## src/bls_defs.svh

```systemverilog
// register map, field positions, reset values and timing constants
`ifndef BLS_DEFS_SVH
`define BLS_DEFS_SVH

// ****************************************
// register offsets
// ****************************************
`define BLS_ADDR_MAIN 8'h00
`define BLS_ADDR_BL_CTRL 8'h02
`define BLS_ADDR_TIMERS 8'h03
`define BLS_ADDR_FADE 8'h04
`define BLS_ADDR_DAY_MAX 8'h05
`define BLS_ADDR_DAY_DIM 8'h06
`define BLS_ADDR_OFFICE_MAX 8'h07
`define BLS_ADDR_OFFICE_DIM 8'h08
`define BLS_ADDR_DARK_MAX 8'h09
`define BLS_ADDR_DARK_DIM 8'h0a
`define BLS_ADDR_PRESENT 8'h0b

// ****************************************
// field positions
// ****************************************
`define BLS_MAIN_EN_BIT 7
`define BLS_MAIN_ON_BIT 6
`define BLS_MAIN_DIM_BIT 5
`define BLS_MAIN_MASK 8'he0
`define BLS_ZONE_MSB 7
`define BLS_ZONE_LSB 6
`define BLS_LAW_BIT 5
`define BLS_DIM_T_MSB 3
`define BLS_DIM_T_LSB 0
`define BLS_OFF_T_MSB 7
`define BLS_OFF_T_LSB 4
`define BLS_FIN_MSB 3
`define BLS_FIN_LSB 0
`define BLS_FOUT_MSB 7
`define BLS_FOUT_LSB 4
`define BLS_CUR_MASK 8'h7f

// ****************************************
// reset values
// ****************************************
`define BLS_REG_RESET 8'h00
`define BLS_PHASE_DONE 8'hff

// ****************************************
// timing
// ****************************************
`define BLS_CLK_KHZ 20000
`define BLS_TIMER_TICK_MS 1000
`define BLS_TIMER_TICK_CYCLES (`BLS_TIMER_TICK_MS * `BLS_CLK_KHZ)
`define BLS_FADE_UNIT_MS 100
`define BLS_FADE_STEPS 256
`define BLS_FADE_STEP_CYCLES ((`BLS_FADE_UNIT_MS * `BLS_CLK_KHZ) / `BLS_FADE_STEPS)

`endif

```

## src/bls_pkg.sv

```systemverilog
// types shared by the backlight sequencer
package bls_pkg;
    typedef enum logic [1:0] {
        BLS_ZONE_DAY = 2'b00,
        BLS_ZONE_OFFICE = 2'b01,
        BLS_ZONE_DARK = 2'b10,
        BLS_ZONE_RSVD = 2'b11
    } bls_zone_type;

    typedef enum logic [1:0] {
        BLS_SEQ_IDLE = 2'b00,
        BLS_SEQ_BRIGHT = 2'b01,
        BLS_SEQ_DIMMED = 2'b10
    } bls_seq_type;

    typedef enum logic {
        BLS_LAW_LINEAR = 1'b0,
        BLS_LAW_SQUARE = 1'b1
    } bls_law_type;
endpackage

```

## src/bls_backlight_sequencer.sv

```systemverilog
// backlight on/dim/off sequencer with countdown timers, fades and zones
//
// Notes on behaviour
// - enable and on bits set drive the daylight maximum current
// - a new maximum setting written while lit changes the drive
// - clearing the on bit turns the backlight off
// - setting the dim bit while lit drops drive to the dim setting
// - clearing the dim bit returns drive to the maximum setting
// - a nonzero dim time starts counting down at turn-on
// - dim expiry sets the dim bit and drops to dim current
// - off time alone counts from turn-on, expiry clears on bit
// - with both times, off countdown starts once dim level is reached
// - off expiry after auto dim clears both dim and on bits
// - software clearing on abandons any countdown and turns off
// - programmed fade-in ramps current from zero up to target
// - programmed fade-out ramps current down to zero
// - selectable linear or square law shapes every ramp
// - ramps also apply to timer-driven dim and off changes
// - zone field picks daylight, office or dark current settings
// - reset leaves the daylight zone selected
// - zone changes move current smoothly when fades are enabled
//
// The address-and-strobe port was left to the implementer.
`timescale 1ns/1ps
`include "bls_defs.svh"

module bls_backlight_sequencer #(
    parameter int unsigned TIMER_TICK_CYCLES = `BLS_TIMER_TICK_CYCLES,
    parameter int unsigned FADE_STEP_CYCLES = `BLS_FADE_STEP_CYCLES
) (
    // clock and reset
    input wire logic i_clk_sys,
    input wire logic i_rstn,
    // register port
    input wire logic [7:0] i_addr,
    input wire logic [7:0] i_wdata,
    input wire logic i_wr,
    input wire logic i_rd,
    output logic [7:0] o_rdata,
    // backlight drive
    output logic [7:0] o_bl_current,
    output logic o_bl_lit,
    output bls_pkg::bls_seq_type o_seq_state
);
    import bls_pkg::*;

    // ****************************************
    // registers
    // ****************************************
    logic [7:0] main_reg;
    logic [7:0] main_next;
    logic [7:0] bl_ctrl_reg;
    logic [7:0] timers_reg;
    logic [7:0] fade_reg;
    logic [7:0] cur_set_reg [0:5];
    logic [7:0] rdata_reg;
    logic [7:0] rdata_next;
    logic wr_main;
    logic dim_expire;
    logic off_expire;

    assign wr_main = i_wr && (i_addr == `BLS_ADDR_MAIN);

    always_comb begin
        main_next = main_reg;
        if (wr_main) begin
            main_next = i_wdata & `BLS_MAIN_MASK;
        end
        // a fresh turn-on written in the expiry cycle is kept
        if (off_expire && !wr_main) begin
            main_next[`BLS_MAIN_ON_BIT] = 1'b0;
            main_next[`BLS_MAIN_DIM_BIT] = 1'b0;
        end
        // hardware set beats a software clear in the same cycle
        if (dim_expire) begin
            main_next[`BLS_MAIN_DIM_BIT] = 1'b1;
        end
    end

    always_ff @(posedge i_clk_sys) begin
        if (!i_rstn) begin
            main_reg <= `BLS_REG_RESET;
        end else begin
            main_reg <= main_next;
        end
    end

    always_ff @(posedge i_clk_sys) begin
        if (!i_rstn) begin
            bl_ctrl_reg <= `BLS_REG_RESET;
            timers_reg <= `BLS_REG_RESET;
            fade_reg <= `BLS_REG_RESET;
            for (int i = 0; i < 6; i++) begin
                cur_set_reg[i] <= `BLS_REG_RESET;
            end
        end else if (i_wr) begin
            if (i_addr == `BLS_ADDR_BL_CTRL) begin
                bl_ctrl_reg <= i_wdata;
            end
            if (i_addr == `BLS_ADDR_TIMERS) begin
                timers_reg <= i_wdata;
            end
            if (i_addr == `BLS_ADDR_FADE) begin
                fade_reg <= i_wdata;
            end
            if ((i_addr >= `BLS_ADDR_DAY_MAX) && (i_addr <= `BLS_ADDR_DARK_DIM)) begin
                cur_set_reg[3'(i_addr - `BLS_ADDR_DAY_MAX)] <= i_wdata & `BLS_CUR_MASK;
            end
        end
    end

    // ****************************************
    // read port
    // ****************************************
    always_comb begin
        rdata_next = 8'h00;
        if ((i_addr >= `BLS_ADDR_DAY_MAX) && (i_addr <= `BLS_ADDR_DARK_DIM)) begin
            rdata_next = cur_set_reg[3'(i_addr - `BLS_ADDR_DAY_MAX)];
        end else if (i_addr == `BLS_ADDR_MAIN) begin
            rdata_next = main_reg;
        end else if (i_addr == `BLS_ADDR_BL_CTRL) begin
            rdata_next = bl_ctrl_reg;
        end else if (i_addr == `BLS_ADDR_TIMERS) begin
            rdata_next = timers_reg;
        end else if (i_addr == `BLS_ADDR_FADE) begin
            rdata_next = fade_reg;
        end else if (i_addr == `BLS_ADDR_PRESENT) begin
            rdata_next = o_bl_current;
        end
    end

    // data valid only in the cycle after the strobe
    always_ff @(posedge i_clk_sys) begin
        if (!i_rstn) begin
            rdata_reg <= 8'h00;
        end else begin
            rdata_reg <= i_rd ? rdata_next : 8'h00;
        end
    end

    assign o_rdata = rdata_reg;

    // ****************************************
    // on / dim sequencing
    // ****************************************
    bls_seq_type seq_reg;
    logic lit;
    logic dim_on;
    logic [3:0] dim_code;
    logic [3:0] off_code;
    logic [3:0] fin_code;
    logic [3:0] fout_code;
    bls_zone_type zone;
    bls_law_type law;

    assign lit = main_reg[`BLS_MAIN_EN_BIT] && main_reg[`BLS_MAIN_ON_BIT];
    assign dim_on = main_reg[`BLS_MAIN_DIM_BIT];
    assign dim_code = timers_reg[`BLS_DIM_T_MSB:`BLS_DIM_T_LSB];
    assign off_code = timers_reg[`BLS_OFF_T_MSB:`BLS_OFF_T_LSB];
    assign fin_code = fade_reg[`BLS_FIN_MSB:`BLS_FIN_LSB];
    assign fout_code = fade_reg[`BLS_FOUT_MSB:`BLS_FOUT_LSB];
    assign zone = bls_zone_type'(bl_ctrl_reg[`BLS_ZONE_MSB:`BLS_ZONE_LSB]);
    assign law = bls_law_type'(bl_ctrl_reg[`BLS_LAW_BIT]);

    always_ff @(posedge i_clk_sys) begin
        if (!i_rstn) begin
            seq_reg <= BLS_SEQ_IDLE;
        end else if (!lit) begin
            seq_reg <= BLS_SEQ_IDLE;
        end else begin
            unique case (seq_reg)
                BLS_SEQ_IDLE: begin
                    seq_reg <= dim_on ? BLS_SEQ_DIMMED : BLS_SEQ_BRIGHT;
                end
                BLS_SEQ_BRIGHT: begin
                    if (dim_on) begin
                        seq_reg <= BLS_SEQ_DIMMED;
                    end
                end
                BLS_SEQ_DIMMED: begin
                    if (!dim_on) begin
                        seq_reg <= BLS_SEQ_BRIGHT;
                    end
                end
                default: begin
                    seq_reg <= BLS_SEQ_IDLE;
                end
            endcase
        end
    end

    assign o_seq_state = seq_reg;
    assign o_bl_lit = lit;

    // ****************************************
    // countdown timers
    // ****************************************
    logic settled;
    logic dim_run;
    logic off_run;
    logic [3:0] limit;
    logic [31:0] pre_cnt_reg;
    logic [3:0] tick_cnt_reg;
    logic tick;
    logic expire;

    // counting restarts from zero whenever the run condition drops
    assign dim_run = (seq_reg == BLS_SEQ_BRIGHT) && (dim_code != 4'h0) && !dim_on;
    assign off_run = (off_code != 4'h0) &&
        (((seq_reg == BLS_SEQ_BRIGHT) && (dim_code == 4'h0)) ||
         ((seq_reg == BLS_SEQ_DIMMED) && settled));
    assign limit = dim_run ? dim_code : off_code;
    assign tick = (pre_cnt_reg == (TIMER_TICK_CYCLES - 1));
    assign expire = tick && (tick_cnt_reg == (limit - 4'h1));
    assign dim_expire = expire && dim_run;
    assign off_expire = expire && off_run;

    always_ff @(posedge i_clk_sys) begin
        if (!i_rstn) begin
            pre_cnt_reg <= 32'h0;
            tick_cnt_reg <= 4'h0;
        end else if (!(dim_run || off_run) || expire) begin
            pre_cnt_reg <= 32'h0;
            tick_cnt_reg <= 4'h0;
        end else if (tick) begin
            pre_cnt_reg <= 32'h0;
            tick_cnt_reg <= tick_cnt_reg + 4'h1;
        end else begin
            pre_cnt_reg <= pre_cnt_reg + 32'h1;
        end
    end

    // ****************************************
    // target level and fade ramp
    // ****************************************
    logic [7:0] target;
    logic [7:0] max_cur;
    logic [7:0] dim_cur;
    logic [7:0] tgt_reg;
    logic [7:0] start_reg;
    logic [7:0] cur_reg;
    logic [7:0] phase_reg;
    logic [31:0] step_reg;
    logic [3:0] kick_code;
    logic [3:0] ramp_code;
    logic [31:0] step_len;
    logic [7:0] phase_inc;
    logic [15:0] sq;
    logic [7:0] weight;
    logic signed [8:0] diff;
    logic signed [17:0] prod;
    logic signed [8:0] blend_sum;

    always_comb begin
        unique case (zone)
            BLS_ZONE_OFFICE: begin
                max_cur = cur_set_reg[2];
                dim_cur = cur_set_reg[3];
            end
            BLS_ZONE_DARK: begin
                max_cur = cur_set_reg[4];
                dim_cur = cur_set_reg[5];
            end
            BLS_ZONE_DAY, BLS_ZONE_RSVD: begin
                max_cur = cur_set_reg[0];
                dim_cur = cur_set_reg[1];
            end
        endcase
    end

    assign target = !lit ? 8'h00 : (dim_on ? dim_cur : max_cur);

    // rising moves use fade-in time, falling ones fade-out time
    assign kick_code = (target > cur_reg) ? fin_code : fout_code;
    assign ramp_code = (tgt_reg >= start_reg) ? fin_code : fout_code;
    assign step_len = 32'(ramp_code) * FADE_STEP_CYCLES;
    assign settled = (phase_reg == `BLS_PHASE_DONE);

    // weight runs 1..255 across the ramp (0..254 for square law); square law eases in
    assign phase_inc = phase_reg + 8'h01;
    assign sq = phase_inc * phase_inc;
    assign weight = (law == BLS_LAW_SQUARE) ? sq[15:8] : phase_inc;
    assign diff = $signed({1'b0, tgt_reg}) - $signed({1'b0, start_reg});
    assign prod = diff * $signed({1'b0, weight});
    assign blend_sum = $signed({1'b0, start_reg}) + $signed(prod[16:8]);

    // any target change (timers, bus, zone) restarts the ramp from the present level
    always_ff @(posedge i_clk_sys) begin
        if (!i_rstn) begin
            tgt_reg <= 8'h00;
            start_reg <= 8'h00;
            cur_reg <= 8'h00;
            phase_reg <= `BLS_PHASE_DONE;
            step_reg <= 32'h0;
        end else if (target != tgt_reg) begin
            tgt_reg <= target;
            start_reg <= cur_reg;
            step_reg <= 32'h0;
            if (kick_code == 4'h0) begin
                cur_reg <= target;
                phase_reg <= `BLS_PHASE_DONE;
            end else begin
                phase_reg <= 8'h00;
            end
        end else if (!settled) begin
            if (ramp_code == 4'h0) begin
                cur_reg <= tgt_reg;
                phase_reg <= `BLS_PHASE_DONE;
            end else if (step_reg >= (step_len - 32'h1)) begin
                step_reg <= 32'h0;
                phase_reg <= phase_inc;
                // last step lands exactly, hiding truncation error
                cur_reg <= (phase_inc == `BLS_PHASE_DONE) ? tgt_reg : blend_sum[7:0];
            end else begin
                step_reg <= step_reg + 32'h1;
            end
        end
    end

    assign o_bl_current = cur_reg;
endmodule

```

## config.mk

```make
export PLATFORM = sky130hd
export DESIGN_NAME = bls_backlight_sequencer
export DESIGN_NICKNAME = d
export VERILOG_FILES = /design/src/bls_pkg.sv /design/src/bls_backlight_sequencer.sv
export VERILOG_INCLUDE_DIRS = /design/src
export SDC_FILE = /design/constraint.sdc
export NUM_CORES = 1
export LEC_CHECK = 0
export BUFFER_PORTS_ARGS = -buffer_cell sky130_fd_sc_hd__buf_2
export CORE_UTILIZATION = 40
export CTS_BUF_LIST = sky130_fd_sc_hd__clkbuf_16
export DETAILED_ROUTE_END_ITERATION = 10
export SETUP_SLACK_MARGIN = 0.02
export SLEW_MARGIN = 20
export SYNTH_ARGS = -nofsm -noshare
export SYNTH_HDL_FRONTEND = slang
export SYNTH_SLANG_ARGS = --single-unit
```

## constraint.sdc

```tcl
create_clock -name i_clk_sys -period 28.2 [get_ports i_clk_sys]
set_input_delay 2.82 -clock i_clk_sys [delete_from_list [all_inputs] [get_ports i_clk_sys]]
set_output_delay 2.82 -clock i_clk_sys [all_outputs]
set_load 0.01 [all_outputs]
```

**After elaboration in Yosys (flattened, before gate mapping)**

Memory sizes are Yosys's and may differ from the RTL's.
Cells that the tools add are included.

- Reduce and logical (&&, ||, !) cells: 43
- Bitwise logic cells: 3
- $add $sub $neg: 9
- Equal/unequal tests: 18
- Order comparisons: 5
- Multiplexer cells: 41
- $mul: 3

Operator list:

| operator | count |
|---|---|
| 8-bit two-way mux | 20 |
| 32-bit by 1-bit adder with 32-bit output (second input constant) | 2 |
| 8-bit case mux with 3 select lines | 2 |
| 32-bit by 25-bit equality test with 1-bit output (second input constant) | 1 |
| 32-bit >= comparator | 1 |
| 32-bit two-way mux | 1 |
| 17-bit by 1-bit subtractor with 18-bit output (second input constant) | 1 |
| 8-bit by 2-bit equality test with 1-bit output (second input constant) | 2 |
| 8-bit equality test (second input constant) | 2 |
| 8-bit by 8-bit multiplier with 16-bit output | 1 |
| 9-bit by 9-bit multiplier with 16-bit output | 1 |
| 2-bit AND reduction | 8 |
| 4-bit by 11-bit multiplier with 15-bit output (second input constant) | 1 |
| 1-bit logical AND | 12 |
| 4-bit zero test | 3 |
| 4-bit two-way mux | 3 |
| 8-bit by 8-bit subtractor with 9-bit output | 1 |
| 8-bit by 1-bit adder with 8-bit output (second input constant) | 1 |
| 8-bit adder | 1 |
| 8-bit by 3-bit equality test with 1-bit output (second input constant) | 1 |
| 8-bit by 4-bit equality test with 1-bit output (second input constant) | 1 |
| 8-bit by 3-bit >= comparator with 1-bit output (second input constant) | 1 |
| 8-bit >= comparator | 1 |
| 8-bit greater-than comparator | 1 |
| other kinds (27) | 53 |

- Output and inout bits: 19
- Memory bits (writable): 42
- Memories: 1
- Word-level logic and storage cells: 138
- Input port bits: 20
- Register bits after elaboration: 137

Memories:

| memory | depth | width | rd ports | clocked after memory_dff | wr ports | RTL line | source |
|---|---|---|---|---|---|---|---|
| cur_set_reg | 6 | 7 | 7 | 0 | 6 | bls_backlight_sequencer.sv:55 | `logic [7:0] cur_set_reg [0:5];` |

**Logic depth before layout (Yosys ltp)**

- Depth in word-level cells: 11
- Depth in mapped cells: 48
- Mapped depth without buffers: 46

**Worst setup path after synthesis**

Ideal clock, no wire load.

- Kind: register -> register
- From: register phase_reg[1]
- To: register cur_reg[7] (netlist: o_bl_current[7])
- Arrival: 10194 ps
- Slack: 17889 ps
- Required time: 28083 ps
- Period minus slack after synthesis: 10311 ps
- Setup time: 117 ps
- Stages on the path, launching flop included: 44
- Buffers on the path: 0
- Path through: dfxtp_1 > ha_1 > nand3_1 > nor2_1 > xor2_1 > nand2b_1 > inv_1 > fa_1 > fa_1 > inv_1 > fa_1 > fa_1 > inv_1 > ha_1 > a21oi_1 > a21boi_1 > a211oi_4 > o211ai_2 > [... 8 more ...] > fa_1 > inv_1 > ha_1 > o21a_1 > nor2_1 > inv_1 > o31ai_1 > xnor2_1 > ha_1 > a21o_1 > a21oi_1 > o21bai_1 > a21oi_1 > o21bai_1 > a21oi_1 > xnor2_1 > xnor3_1 > a32o_1

- Word-level cells in the longest chain between the ends: 10
- Elaborated cells between the ends (all ways): 14
- Classes of those cells: add/sub: 2; mul: 2; eq/ne: 3; mux: 6; reduce/logical: 1

Ends and longest elaborated chain:

| item | RTL line | source |
|---|---|---|
| from (decl) | bls_backlight_sequencer.sv:242 | `logic [7:0] phase_reg;` |
| from (signal assigned) | bls_backlight_sequencer.sv:293 | `` phase_reg <= `BLS_PHASE_DONE; `` |
| from (signal assigned) | bls_backlight_sequencer.sv:301 | `` phase_reg <= `BLS_PHASE_DONE; `` |
| from (signal assigned) | bls_backlight_sequencer.sv:308 | `` phase_reg <= `BLS_PHASE_DONE; `` |
| 8-bit by 1-bit adder with 8-bit output | bls_backlight_sequencer.sv:280 | `assign phase_inc = phase_reg + 8'h01;` |
| 8-bit by 8-bit multiplier with 16-bit output | bls_backlight_sequencer.sv:281 | `assign sq = phase_inc * phase_inc;` |
| 8-bit two-way mux | bls_backlight_sequencer.sv:282 | `assign weight = (law == BLS_LAW_SQUARE) ? sq[15:8] : phase_inc;` |
| 9-bit by 9-bit multiplier with 16-bit output | bls_backlight_sequencer.sv:284 | `assign prod = diff * $signed({1'b0, weight});` |
| 8-bit adder | bls_backlight_sequencer.sv:285 | `assign blend_sum = $signed({1'b0, start_reg}) + $signed(prod[16:8]);` |
| 8-bit two-way mux | bls_backlight_sequencer.sv:313 | `` cur_reg <= (phase_inc == `BLS_PHASE_DONE) ? tgt_reg : blend_sum[7:0]; `` |
| 8-bit two-way mux | bls_backlight_sequencer.sv:309 | `end else if (step_reg >= (step_len - 32'h1)) begin` |
| 8-bit two-way mux | bls_backlight_sequencer.sv:306 | `if (ramp_code == 4'h0) begin` |
| 8-bit two-way mux | bls_backlight_sequencer.sv:305 | `end else if (!settled) begin` |
| 8-bit two-way mux | bls_backlight_sequencer.sv:295 | `end else if (target != tgt_reg) begin` |
| to (signal assigned) | bls_backlight_sequencer.sv:300 | `cur_reg <= target;` |
| to (signal assigned) | bls_backlight_sequencer.sv:307 | `cur_reg <= tgt_reg;` |
| to (signal assigned) | bls_backlight_sequencer.sv:313 |  |
| to (decl) | bls_backlight_sequencer.sv:241 | `logic [7:0] cur_reg;` |

Parallel ways exist; a longest one is shown, timed or not. The select of a mux whose other input is x is not followed.
A chain may end at the register's enable or synchronous reset.

**Final worst setup path**

- From: register phase_reg[0]
- To: register cur_reg[7] (netlist: o_bl_current[7])

Same word-level chain as after synthesis.

==> flow_metrics.env <==
export IMPL_layout_common_cells="nor2_1, inv_1, nand2_1"
export IMPL_area_growth_pct=8.52
export IMPL_tightest_slew_ns=1.08
export IMPL_tns_ns=0
export IMPL_worst_skew_pair_late_latency_ns=0.45
export IMPL_totalPowerFinal_mw=0.760
export IMPL_net_switching_power_mw=0.271
export IMPL_ys_flop_type="dfxtp_1"
export IMPL_pwr_density_cell_mw_per_mm2=46.3
export IMPL_htree_levels=4
export IMPL_ir_worst_vdd_v=0.0000412
export IMPL_numCtsBuffers=17
export IMPL_outcome="complete, no violations"
export IMPL_post_cts_buffers=0
export IMPL_crit_path_max_fanout=10
export IMPL_switching_share_pct=35.7
export IMPL_dpl_instance_area_sq_mm=0.0158
export IMPL_grt_antenna_before_repair=0
export IMPL_num_rows=70
export IMPL_timing_final_crit_share_pct=40.5
export IMPL_mostFrequentLayoutCell="nor2_1"
export IMPL_numPortBuffers=38
export IMPL_grtUsageTotal_pct=19.5
export IMPL_hp_class="reg -> reg"
export IMPL_syn_inst=1700
export IMPL_path_class="reg -> reg"
export IMPL_yosysUniqueCellTypes=80
export IMPL_slowest_delay_ns=0.54
export IMPL_largest_reg_flops=56
export IMPL_remaining_drc_errors=0
export IMPL_finalHoldViolCount=0
export IMPL_power_internal_mw=0.488
export IMPL_die_x_um=196
export IMPL_syn_nets=1942
export IMPL_gp_congestion=0.892
export IMPL_post_dp_hpwl_um=28400
export IMPL_wl_per_cell_um=16.2
export IMPL_synth_yosys_seq_area_share_pct=29.1
export IMPL_power_frac_comb_pct=28.9
export IMPL_start_util_pct=41.0
export IMPL_core_area_sq_mm=0.0369
export IMPL_grt_pass1_wl_um=60500
export IMPL_ant_nets=0
export IMPL_cts_tree="built"
export IMPL_layout_drive_gt1_share_pct=7.16
export IMPL_io_pins=39
export IMPL_fin_area_sq_mm=0.0164
export IMPL_yosysWarnings=0
export IMPL_cp_arrival_ns=11.76
export IMPL_drv_slew=0
export IMPL_instances_no_fill=2236
export IMPL_synth_top_area_share_pct=18.0
export IMPL_root_buffer="clkbuf_16"
export IMPL_postCtsHoldBufs=0
export IMPL_rsz0062_at_grt="false"
export IMPL_cts_sinks=192
export IMPL_viasPerCell=5.30
export IMPL_nets=1961
export IMPL_power_share_clock_pct=32.0
export IMPL_crit_top_cell="fa_1"
export IMPL_dieArea_sq_mm=0.0386
export IMPL_cp_end_kind="flip-flop"
export IMPL_synthArstFlopShare_pct=0
export IMPL_fillers=3688
export IMPL_cp_required_ns=28.55
export IMPL_wirelength_um=36100
export IMPL_ys_ff_latch=192
export IMPL_dr_first_iter_drc_count=745
export IMPL_syn_cell_area_sq_mm=0.0151
export IMPL_cts_resized=0
export IMPL_max_freq_ghz=0.0876
export IMPL_worstSetupStartpointType="flip-flop"
export IMPL_relSlewSlack_pct=27.7
export IMPL_grt_pass1_vias=11996
export IMPL_postSynthAreaPerCell_sq_um=8.90
export IMPL_setup_violations=0
export IMPL_path_clk_slew_ns=0.08
export IMPL_synth_edf_count=56
export IMPL_grt_overflow_total=0
export IMPL_min_period_ns=11.41
export IMPL_cp_slowest_cell="fa_1"
export IMPL_skew_ns=0.0115
export IMPL_max_cap_violations=0
export IMPL_dpl_cell_count=2204
export IMPL_die_h_um=196
export IMPL_p_leak_nw=7.19
export IMPL_dr_total_vias=11846
export IMPL_synth_area_leaders="dfxtp_1, ha_1, fa_1, edfxtp_1, nor2_1"
export IMPL_seqPwrFrac_pct=39.1
export IMPL_dr_pass1_iters=7
export IMPL_fin_util_pct=44.5
export IMPL_n_antenna_cell=0
export IMPL_yosysTopAreaCell="dfxtp_1"
export IMPL_grt_max_degree=52
export IMPL_cts_buffer_depth=2
-- cell families (layout without fill, tap and decap cells) --
group	count (synthesis)	after routing	synth area share [%]
muxes	47	47	4.29
AOI/OAI and AO/OA	271	271	12.3
buffers and inverters	234	266	5.99
DFF	192	192	29.1
adders and majority gates	222	222	22.6
xor gates and xnor gates	129	129	7.61
other	1	1	0.0248
and+or+nand+nor	604	604	18.1
-- power groups by stage --
stage	clock [mW]	combinational, mW	sequential, mW
floorplan	0	0.168	0.300
global placement	0	0.217	0.303
detailed placement	0	0.221	0.303
CTS	0.249	0.222	0.296
global route	0.258	0.250	0.297
finish	0.243	0.220	0.297
-- worst max-delay path: cells and delay by family, from the launching register on --
kind	cells	cell delay, ns
adder cells (fa/ha/maj)	12	5.36
buffers and inverters	7	0.40
AO/OA/AOI/OAI	14	2.70
flip-flops	1	0.51
XOR/XNOR	5	1.48
AND/OR/NAND/NOR	5	0.85
-- area by class of cell --
| cell class | instances | area (sq um) | share of cell area, % |
|---|---|---|---|
| multi-input combinational | 1274 | 9830 | 59.9 |
| sequential | 192 | 4400 | 26.8 |
| inverter | 188 | 706 | 4.30 |
| tap | 504 | 631 | 3.84 |
| clock buffer | 17 | 425 | 2.59 |
| timing repair buffer | 46 | 250 | 1.52 |
| clock inverter | 15 | 170 | 1.04 |
-- per-layer routing --
layer | GRT usage, % | vias to the layer above | part of all wire (%)
li1 | - | 5840 | -
met1 | 25.2 | 5697 | 45
met2 | 34.1 | 243 | 49
met3 | 2.21 | 66 | 3.1
met4 | 5.96 | 0 | 2.3
met5 | 0 | - | 0
-- path summary, 6_finish.rpt --
path,start,end,slack [ns],cells past startpoint
max reg2reg,phase_reg[0],o_bl_current[7],16.79,43
max,phase_reg[0],o_bl_current[7],16.79,43
min,pre_cnt_reg[0],pre_cnt_reg[0],0.46,1
min reg2reg,pre_cnt_reg[0],pre_cnt_reg[0],0.46,1
-- synth_stat cells, types with 5 or more instances --
cell type	count
nor2_1	236
inv_1	187
nand2_1	163
ha_1	137
dfxtp_1	136
fa_1	85
a21oi_1	82
xnor2_1	82
edfxtp_1	56
nand3_1	53
xor2_1	45
o21ai_0	40
clkbuf_1	32
mux2i_1	31
nor3_1	26
and3_1	22
nor2b_1	20
a21o_1	17
nand4_1	17
o211ai_1	15
a211oi_1	14
mux4_2	14
and2_1	13
nand2b_1	13
buf_2	10
o21a_1	9
a222oi_1	8
a31oi_1	8
a221oi_1	7
a22oi_1	7
o2111ai_1	7
or3_1	7
nor4_1	6
and4_1	5
o21bai_1	5
o22a_1	5
or2_2	5
or4_1	5
-- through the flow --
stage	setup slack, ns	hold slack, ns
floorplan	17.89	0.418
global placement	17.01	0.428
detailed placement	16.68	0.438
CTS	16.65	0.458
global route	15.82	0.480
finish	16.79	0.456
Power figures use the tool's default switching activity.
